[src/iroc_regs.svh]
// Register offsets, reset values and source codes of the input routing and output control block
`ifndef IROC_REGS_SVH
`define IROC_REGS_SVH

// APB byte offsets, one aligned word each
`define IROC_OFS_IN_MAP_EN   12'h000
`define IROC_OFS_SF_EN       12'h004
`define IROC_OFS_IN_INVERT   12'h008
`define IROC_OFS_FORCE_EN    12'h00c
`define IROC_OFS_FORCE_VAL   12'h010
`define IROC_OFS_IN_RAW      12'h014
`define IROC_OFS_IN_IMAGE    12'h018
`define IROC_OFS_OUT_IMAGE   12'h01c
`define IROC_OFS_OUT_UNUSED  12'h020
`define IROC_OFS_OUT_POL     12'h024
`define IROC_OFS_MAN_EN      12'h028
`define IROC_OFS_MAN_VAL     12'h02c
`define IROC_OFS_APPLIED     12'h030
`define IROC_OFS_OUT_MAP_EN  12'h034
// Source table: entry n at 0x100 + 4*(n-1); page is paddr[11:7]
`define IROC_TBL_PAGE        5'h02

// Reset values
`define IROC_RST_MAP_EN      8'h00
`define IROC_RST_WORD        32'h0000_0000
`define IROC_RST_CODE        8'h00

// Mapping enable value that switches mapping on
`define IROC_MAP_ON          8'h01

// Source codes (low seven bits; bit 7 inverts)
`define IROC_CODE_ZERO       7'h00
`define IROC_CODE_PHYS_LAST  7'h10
`define IROC_CODE_AUX_FIRST  7'h41
`define IROC_CODE_AUX_LAST   7'h48
`define IROC_CODE_INV        8'h80

// Image bit positions
`define IROC_LEVEL_BASE      16
`define IROC_BIT_BRAKE       0
`define IROC_SF_COUNT        3

`endif

[src/iroc_pkg.sv]
// Types shared by the input routing and output control block
package iroc_pkg;

    // Every source that a mapping entry can select, in code order
    typedef struct packed {
        logic        eth_active;
        logic        usb_power;
        logic        enc_index;
        logic        enc_b;
        logic        enc_a;
        logic        hall_w;
        logic        hall_v;
        logic        hall_u;
        logic [15:0] phys;
    } iroc_src_t;

    // Output configuration words gathered for the output stage
    typedef struct packed {
        logic [31:0] image;
        logic [31:0] polarity;
        logic [31:0] man_en;
        logic [31:0] man_val;
    } iroc_out_cfg_t;

endpackage

[src/iroc_sync.sv]
// Two-stage synchroniser for a bundle of asynchronous level inputs
`timescale 1ns/1ps

module iroc_sync #(
    parameter int WIDTH = 24
) (
    // Clock and reset
    input  wire logic             sys_clk,
    input  wire logic             srst,
    // Data
    input  wire logic [WIDTH-1:0] async_in,
    output logic      [WIDTH-1:0] sync_out
);

    logic [WIDTH-1:0] meta_q;

    // First stage feeds only the second stage
    always_ff @(posedge sys_clk) begin
        if (srst) begin
            meta_q   <= '0;
            sync_out <= '0;
        end else begin
            meta_q   <= async_in;
            sync_out <= meta_q;
        end
    end

endmodule

[src/iroc_src_mux.sv]
// Decodes one source code into the selected, optionally inverted, source level
`include "iroc_regs.svh"
`timescale 1ns/1ps

module iroc_src_mux (
    // Selection
    input  wire logic [7:0]        code,
    input  wire iroc_pkg::iroc_src_t src,
    // Result
    output logic                   level
);

    logic [6:0] sel;
    logic [6:0] phys_idx;
    logic [6:0] aux_idx;
    logic [7:0] aux_vec;
    logic       raw;

    assign sel      = code[6:0];
    assign phys_idx = sel - 7'h01;
    assign aux_idx  = sel - `IROC_CODE_AUX_FIRST;
    assign aux_vec  = {src.eth_active, src.usb_power, src.enc_index, src.enc_b,
                       src.enc_a, src.hall_w, src.hall_v, src.hall_u};

    // Undefined codes read as zero so a bad table entry without bit 7 stays quiet
    always_comb begin
        raw = 1'b0;
        if (sel == `IROC_CODE_ZERO) begin
            raw = 1'b0;
        end else if (sel <= `IROC_CODE_PHYS_LAST) begin
            raw = src.phys[phys_idx[3:0]];
        end else if (sel >= `IROC_CODE_AUX_FIRST && sel <= `IROC_CODE_AUX_LAST) begin
            raw = aux_vec[aux_idx[2:0]];
        end
    end

    // Bit 7 selects the inverted form
    assign level = raw ^ code[7];

endmodule

[src/iroc_top.sv]
// Input routing onto the input image and output control from the output image, APB slave
`include "iroc_regs.svh"
`timescale 1ns/1ps

// Operation
// - Mapping active only when enable equals one
// - Mapping on ignores function, invert, force settings
// - Enabling mapping preloads table with prior behaviour; preload ignores force, so forced inputs lose their force
// - Entry n drives input image bit n-1
// - Code zero is zero; 1..16 physical inputs
// - Codes 41..46 select Hall and encoder lines
// - Code 47 USB power, 48 Ethernet activity
// - Adding 80 selects inverted source
// - Output image bit 16 drives output one
// - Bits 0..15 special; bit 0 brake
// - Output settings act per bit only
// - Polarity bit selects normally open or closed
// - Manual control takes level from manual value
// - Manual value holds level per output
// - Applied output pattern is readable
// - Output mapping enable hands outputs to routing
module iroc_top #(
    parameter int N_OUT = 4,
    parameter int N_MAP = 32
) (
    // Clock and reset
    input  wire logic             sys_clk,
    input  wire logic             srst,
    // APB slave
    input  wire logic             psel,
    input  wire logic             penable,
    input  wire logic             pwrite,
    input  wire logic [11:0]      paddr,
    input  wire logic [31:0]      pwdata,
    output logic      [31:0]      prdata,
    output logic                  pready,
    output logic                  pslverr,
    // Field sources, asynchronous
    input  wire logic [15:0]      phys_in,
    input  wire logic [2:0]       hall_in,
    input  wire logic [2:0]       enc_in,
    input  wire logic             usb_power_in,
    input  wire logic             eth_active_in,
    // Levels from the output routing logic, same clock
    input  wire logic [N_OUT-1:0] route_level,
    // Input image to the firmware side
    output logic      [31:0]      in_image,
    // Field outputs
    output logic                  brake_out,
    output logic      [N_OUT-1:0] dout,
    output logic                  out_map_active
);

    // Synchronised sources
    logic [23:0]         src_sync;
    iroc_pkg::iroc_src_t src;

    // Software registers
    logic [7:0]  in_map_en_q;
    logic [31:0] sf_en_q;
    logic [31:0] in_inv_q;
    logic [31:0] force_en_q;
    logic [31:0] force_val_q;
    logic [31:0] out_image_q;
    logic [31:0] out_pol_q;
    logic [31:0] man_en_q;
    logic [31:0] man_val_q;
    logic [7:0]  out_map_en_q;
    logic [7:0]  tbl_q [N_MAP];

    // Derived state
    logic        map_on;
    logic [31:0] raw_word;
    logic [31:0] norm_image;
    logic [31:0] map_image;
    logic [31:0] image_d;
    logic [31:0] applied_d;
    logic [31:0] applied_q;
    iroc_pkg::iroc_out_cfg_t out_cfg;

    // Bus decode
    logic        setup;
    logic        wr_acc;
    logic        tbl_hit;
    logic [4:0]  tbl_idx;
    logic        preload;
    logic [31:0] rd_d;
    logic        err_d;

    // Every source passes two flops before anything selects it
    iroc_sync #(
        .WIDTH    (24)
    ) u_sync (
        .sys_clk  (sys_clk),
        .srst     (srst),
        .async_in ({eth_active_in, usb_power_in, enc_in, hall_in, phys_in}),
        .sync_out (src_sync)
    );

    assign src = iroc_pkg::iroc_src_t'(src_sync);

    // APB phases; access completes on the edge where pready is high
    assign setup   = psel & ~penable;
    assign wr_acc  = psel & penable & pready & pwrite;
    assign tbl_hit = (paddr[11:7] == `IROC_TBL_PAGE);
    assign tbl_idx = paddr[6:2];

    // Mapping counts as on only for the exact enable value
    assign map_on = (in_map_en_q == `IROC_MAP_ON);

    // Switching mapping on rewrites the table from the current settings
    assign preload = wr_acc & ~tbl_hit & (paddr == `IROC_OFS_IN_MAP_EN)
                   & (pwdata[7:0] == `IROC_MAP_ON) & ~map_on;

    // Input mapping enable
    always_ff @(posedge sys_clk) begin
        if (srst) begin
            in_map_en_q <= `IROC_RST_MAP_EN;
        end else if (wr_acc && paddr == `IROC_OFS_IN_MAP_EN) begin
            in_map_en_q <= pwdata[7:0];
        end
    end

    // Input path settings, kept even while mapping ignores them
    always_ff @(posedge sys_clk) begin
        if (srst) begin
            sf_en_q     <= `IROC_RST_WORD;
            in_inv_q    <= `IROC_RST_WORD;
            force_en_q  <= `IROC_RST_WORD;
            force_val_q <= `IROC_RST_WORD;
        end else if (wr_acc) begin
            case (paddr)
                `IROC_OFS_SF_EN:     sf_en_q     <= pwdata;
                `IROC_OFS_IN_INVERT: in_inv_q    <= pwdata;
                `IROC_OFS_FORCE_EN:  force_en_q  <= pwdata;
                `IROC_OFS_FORCE_VAL: force_val_q <= pwdata;
                default: begin
                end
            endcase
        end
    end

    // Output settings
    always_ff @(posedge sys_clk) begin
        if (srst) begin
            out_image_q  <= `IROC_RST_WORD;
            out_pol_q    <= `IROC_RST_WORD;
            man_en_q     <= `IROC_RST_WORD;
            man_val_q    <= `IROC_RST_WORD;
            out_map_en_q <= `IROC_RST_MAP_EN;
        end else if (wr_acc) begin
            case (paddr)
                `IROC_OFS_OUT_IMAGE:  out_image_q  <= pwdata;
                `IROC_OFS_OUT_POL:    out_pol_q    <= pwdata;
                `IROC_OFS_MAN_EN:     man_en_q     <= pwdata;
                `IROC_OFS_MAN_VAL:    man_val_q    <= pwdata;
                `IROC_OFS_OUT_MAP_EN: out_map_en_q <= pwdata[7:0];
                default: begin
                end
            endcase
        end
    end

    // Source table; preload gives each image bit the code of its old meaning.
    // Force cannot be expressed as a code, so forced inputs lose their force.
    generate
        for (genvar n = 0; n < N_MAP; n++) begin : g_tbl
            logic [7:0] pre_code;

            if (n >= `IROC_LEVEL_BASE) begin : g_level
                assign pre_code = {in_inv_q[n - `IROC_LEVEL_BASE], 7'(n - `IROC_LEVEL_BASE + 1)};
            end else if (n < `IROC_SF_COUNT) begin : g_sf
                assign pre_code = sf_en_q[n] ? {in_inv_q[n], 7'(n + 1)} : `IROC_RST_CODE;
            end else begin : g_none
                assign pre_code = `IROC_RST_CODE;
            end

            always_ff @(posedge sys_clk) begin
                if (srst) begin
                    tbl_q[n] <= `IROC_RST_CODE;
                end else if (preload) begin
                    tbl_q[n] <= pre_code;
                end else if (wr_acc && tbl_hit && tbl_idx == 5'(n)) begin
                    tbl_q[n] <= pwdata[7:0];
                end
            end

            // Entry at index n (subindex n+1) feeds image bit n
            iroc_src_mux u_mux (
                .code  (tbl_q[n]),
                .src   (src),
                .level (map_image[n])
            );
        end
    endgenerate

    // Normal path: level bits from invert and force, special bits gated by enable
    assign raw_word = {src.phys, 16'h0000};

    always_comb begin
        norm_image = 32'h0000_0000;
        for (int i = 0; i < 16; i++) begin
            norm_image[i + `IROC_LEVEL_BASE] = force_en_q[i] ? force_val_q[i] : (src.phys[i] ^ in_inv_q[i]);
        end
        for (int i = 0; i < `IROC_SF_COUNT; i++) begin
            norm_image[i] = sf_en_q[i] & norm_image[i + `IROC_LEVEL_BASE];
        end
    end

    // Mapping on hides all four input settings
    assign image_d = map_on ? map_image : norm_image;

    // Input image register
    always_ff @(posedge sys_clk) begin
        if (srst) begin
            in_image <= `IROC_RST_WORD;
        end else begin
            in_image <= image_d;
        end
    end

    // Output stage configuration bundle
    assign out_cfg = '{image: out_image_q, polarity: out_pol_q, man_en: man_en_q, man_val: man_val_q};

    // Each bit works alone: manual override, else image through polarity
    always_comb begin
        applied_d = 32'h0000_0000;
        for (int i = 0; i < 32; i++) begin
            if (out_cfg.man_en[i]) begin
                applied_d[i] = out_cfg.man_val[i];
            end else begin
                applied_d[i] = out_cfg.image[i] ^ out_cfg.polarity[i];
            end
        end
        // Routing owns the level outputs; brake stays on the normal path
        if (out_map_en_q == `IROC_MAP_ON) begin
            applied_d[`IROC_LEVEL_BASE +: N_OUT] = route_level;
        end
        // Unassigned special bits never reach a pin
        applied_d[15:1] = 15'h0000;
    end

    // Applied pattern and pin drivers, all from flops
    always_ff @(posedge sys_clk) begin
        if (srst) begin
            applied_q      <= `IROC_RST_WORD;
            brake_out      <= 1'b0;
            dout           <= '0;
            out_map_active <= 1'b0;
        end else begin
            applied_q      <= applied_d;
            brake_out      <= applied_d[`IROC_BIT_BRAKE];
            dout           <= applied_d[`IROC_LEVEL_BASE +: N_OUT];
            out_map_active <= (out_map_en_q == `IROC_MAP_ON);
        end
    end

    // Read mux; unmapped offsets read zero with an error
    always_comb begin
        rd_d  = 32'h0000_0000;
        err_d = 1'b0;
        if (tbl_hit) begin
            rd_d = {24'h000000, tbl_q[tbl_idx]};
        end else begin
            case (paddr)
                `IROC_OFS_IN_MAP_EN:  rd_d = {24'h000000, in_map_en_q};
                `IROC_OFS_SF_EN:      rd_d = sf_en_q;
                `IROC_OFS_IN_INVERT:  rd_d = in_inv_q;
                `IROC_OFS_FORCE_EN:   rd_d = force_en_q;
                `IROC_OFS_FORCE_VAL:  rd_d = force_val_q;
                `IROC_OFS_IN_RAW:     rd_d = raw_word;
                `IROC_OFS_IN_IMAGE:   rd_d = in_image;
                `IROC_OFS_OUT_IMAGE:  rd_d = out_image_q;
                `IROC_OFS_OUT_UNUSED: rd_d = 32'h0000_0000;
                `IROC_OFS_OUT_POL:    rd_d = out_pol_q;
                `IROC_OFS_MAN_EN:     rd_d = man_en_q;
                `IROC_OFS_MAN_VAL:    rd_d = man_val_q;
                `IROC_OFS_APPLIED:    rd_d = applied_q;
                `IROC_OFS_OUT_MAP_EN: rd_d = {24'h000000, out_map_en_q};
                default:              err_d = 1'b1;
            endcase
        end
    end

    // Answer prepared at setup so the access phase always takes one cycle
    always_ff @(posedge sys_clk) begin
        if (srst) begin
            pready  <= 1'b0;
            prdata  <= 32'h0000_0000;
            pslverr <= 1'b0;
        end else begin
            pready  <= setup;
            pslverr <= setup & err_d;
            if (setup && !pwrite) begin
                prdata <= rd_d;
            end
        end
    end

endmodule

[config.mk]
export PLATFORM = sky130hd
export DESIGN_NAME = iroc_top
export DESIGN_NICKNAME = d
export VERILOG_FILES = /design/src/iroc_pkg.sv /design/src/iroc_sync.sv /design/src/iroc_src_mux.sv /design/src/iroc_top.sv
export VERILOG_INCLUDE_DIRS = /design/src
export SDC_FILE = /design/constraint.sdc
export NUM_CORES = 2
export LEC_CHECK = 0
export CAP_MARGIN = 20
export CORE_UTILIZATION = 35
export CTS_CLUSTER_SIZE = 25
export DETAILED_ROUTE_END_ITERATION = 10
export DONT_BUFFER_PORTS = 1
export GPL_TIMING_DRIVEN = 0
export PLACE_DENSITY_LB_ADDON = 0.05
export SLEW_MARGIN = 25
export SYNTH_ARGS = -nofsm -noshare
export SYNTH_HDL_FRONTEND = slang
export SYNTH_HIERARCHICAL = 1
export SYNTH_SLANG_ARGS = --single-unit
[constraint.sdc]
create_clock -name sys_clk -period 5.19 [get_ports sys_clk]
set_input_delay 1.2975 -clock sys_clk [delete_from_list [all_inputs] [get_ports sys_clk]]
set_output_delay 1.2975 -clock sys_clk [all_outputs]
set_load 0.02 [all_outputs]
==> flow_summary.ini <==
[synth]
synth_top_area_share_pct = 19.4
yosysMostFrequentCell = nand2_1
syn_inst = 4241
syn-mean-instance-area_sq_um = 9.85
async_flop_share_pct = 0
synth_nets = 4414
synth_fa_ha_area_share_pct = 2.88
synth_warnings = 6
synth_top_cell_by_area = dfxtp_1
synth_edf_count = 256
syn_area_sq_um = 41800
synth_xor_area_share_pct = 2.03
synth_compound_area_share_pct = 14.2
yosysUniqueCellTypes = 74
netlist_top_cells_area = dfxtp_1, edfxtp_1, mux2i_1
synth-main-ff-cell = dfxtp_1
ys_seq_elements = 660
yosys.area_share.simple_pct = 17.6
ys_seq_area_share_pct = 37.8
synth_top_family_by_area = multiplexers
muxShareOfSynthArea_pct = 20.6
synth_common_cells = nand2_1, mux2i_1, dfxtp_1

[detailed_routing]
top_layer = met5
dr_wl_met2_um = 93400
drt_iter0_drc = 5240
drt_pass1_iterations = 6
viasPerCell = 6.34
finalWirelength_um = 218000
wl_met1_um = 90400
dr_total_vias = 37800
met3_length_um = 22800
drcViolationCount = 0
ant_nets = 0
avgRoutedWirePerCell_um = 36.5

[final_layout]
finish.utilization_pct = 40.0
largest_reg_flops = 256
multi_input_area_sq_um = 24000
fin_nets = 4529
final_layout_size_suffix_gt1_share_pct = 12.7
seq_area_sq_um = 15900
fill_cells = 11800
regMostFlops = tbl_q
syn2layout_area_growth_pct = 13.3

[grt]
track_usage_pct = 35.1
grt.overflow.total = 0
grt_start_max_net_pins = 29
grt_pass1_wl_um = 295000
antenna_found_initial = 10
grt_pass1_vias = 34900

[floorplan]
dieArea_sq_um = 121000
die_w_um = 347
initial_core_util_pct = 35.3
core_area_sq_um = 118000
num_rows = 126
die_h_um = 347
pin_count = 149

[timing]
drv_slew = 0
setup_violations = 0
min_period_ns = 4.78
worstMarginPinSlew_ns = 1.23
hold_ws_ns = 0.425
slew_headroom_pct = 17.8
max_freq_mhz = 209
period_share_pct = 92.1
rsz0062_at_grt = false
skew_ns = 0.0575
hold_viol = 0

[setup_path]
reg2reg_depth = 11
crit_required_ns = 5.78
crit_type = in2reg
worstReg2RegStart = tbl_q[16][0]
worst-path-max-fanout = 10
crit_path_end_kind = flop
crit_path_start = paddr[2]
r2r_end = in_image[16]
worst_setup_path_start_kind = input port
reg2reg_slack_ns = 1.25
crit_end = prdata[0]
critPathArrivalTime_ns = 5.37

[cts]
cts_buffers = 82
clock_path_buffers = 3
insertion_delay_ns = 0.70
postCtsSetupBuffers = 0
cts_sinks = 660
clockRootBuffer = clkbuf_16
cts.clk_slew.worst_paths_ns = 0.07
cts_resized = 0
cts_tree = yes
htree_levels = 3
holdBufCountCts = 0

[place]
post-dp-hpwl_um = 155000
finalWeightedCongestion = 1.03
io_buffers = 0

[min_path]
hp-class = reg2reg

[power_and_ir_drop]
peakVddDrop_uv = 233
power_density_nw_per_um2 = 284
p_leak_nw = 16.8

[outcome]
status = complete, no violations

[flow_run]
max_cap_violations = 0
[worst max-delay path: stages]
cell and delay, ns:
buf_2 0.38, buf_2 0.68, buf_2 0.69, nand3_1 0.62, o32ai_1 0.68, a211oi_1 0.13, a21oi_1 0.35, o21ai_0 0.32
o211ai_1 0.16
[layout by cell type, fill, tap and decap left out, types with 38 or more instances in the layout]
| master | n |
|---|---|
| nand2_1 | 671 |
| nand2b_1 | 52 |
| a21o_1 | 47 |
| edfxtp_1 | 256 |
| nor2b_1 | 91 |
| a22oi_1 | 54 |
| inv_1 | 97 |
| dfxtp_1 | 380 |
| and2_1 | 182 |
| a221oi_1 | 44 |
| nor4_1 | 38 |
| buf_6 | 40 |
| clkbuf_1 | 143 |
| nor2_1 | 132 |
| ha_1 | 96 |
| a21oi_1 | 337 |
| o21ai_0 | 103 |
| buf_2 | 72 |
| mux2i_1 | 481 |
| mux4_1 | 64 |
| clkbuf_2 | 46 |
| xnor2_1 | 97 |
| mux4_2 | 83 |
| clkbuf_16 | 87 |
[layout make-up]
class	count	area share, %
diodes	4	0.0212
plain buffers	318	3.66
clock buffers	117	5.15
clock inverters	37	0.929
inverters	97	0.770
multi-input cells	3166	50.7
flip-flops and latches	660	33.5
well taps	1536	4.06
repair buffers	31	1.21
[stage by stage]
stage	setup TNS (ns)	cell area (sq um)	instances	power, mW	worst slack [ns]
after floorplan	0	41800	4241	6.55	1.45
after global placement	-20.18	43700	5777	7.25	-0.341
after detailed placement	0	44400	5808	7.28	0.00172
after CTS	0	47300	5962	13.4	0.702
after global routing	0	47300	5962	13.7	0.468
final	0	47300	5966	13.4	0.409
[cells by family (layout without fill, tap and decap cells)]
logic type	Yosys count	in the layout
other	0	4
AOI/OAI and AO/OA	893	893
and+or+nand+nor	1432	1432
adders and majority gates	96	96
buffers and inverters	415	600
muxes	648	648
DFF	660	660
xor gates and xnor gates	97	97
[routing by layer]
metal	vias to the layer above	global-route usage, %
li1	15900	-
met1	19300	47.4
met2	2130	52.8
met3	487	8.51
met4	4	15.9
met5	-	0
[report_power, final]
group | internal, mW | switching (mW)
Combinational | 0.542 | 1.05
Clock | 3.60 | 2.59
Sequential | 5.44 | 0.196
Total | 9.58 | 3.83
[how the worst min path moves through the flow]
stage                                  from                   to  slack [ns]  cells past startpoint
after floorplan            u_sync/meta_q[0]   u_sync/sync_out[0]        0.41                      1
after global placement     u_sync/meta_q[6]   u_sync/sync_out[6]        0.43                      1
after detailed placement  u_sync/meta_q[11]  u_sync/sync_out[11]        0.43                      1
after CTS                  u_sync/meta_q[7]   u_sync/sync_out[7]        0.43                      1
after global routing       u_sync/meta_q[7]   u_sync/sync_out[7]        0.44                      1
final                      u_sync/meta_q[7]   u_sync/sync_out[7]        0.42                      1
No activity file was read; power rests on OpenSTA's default activity.
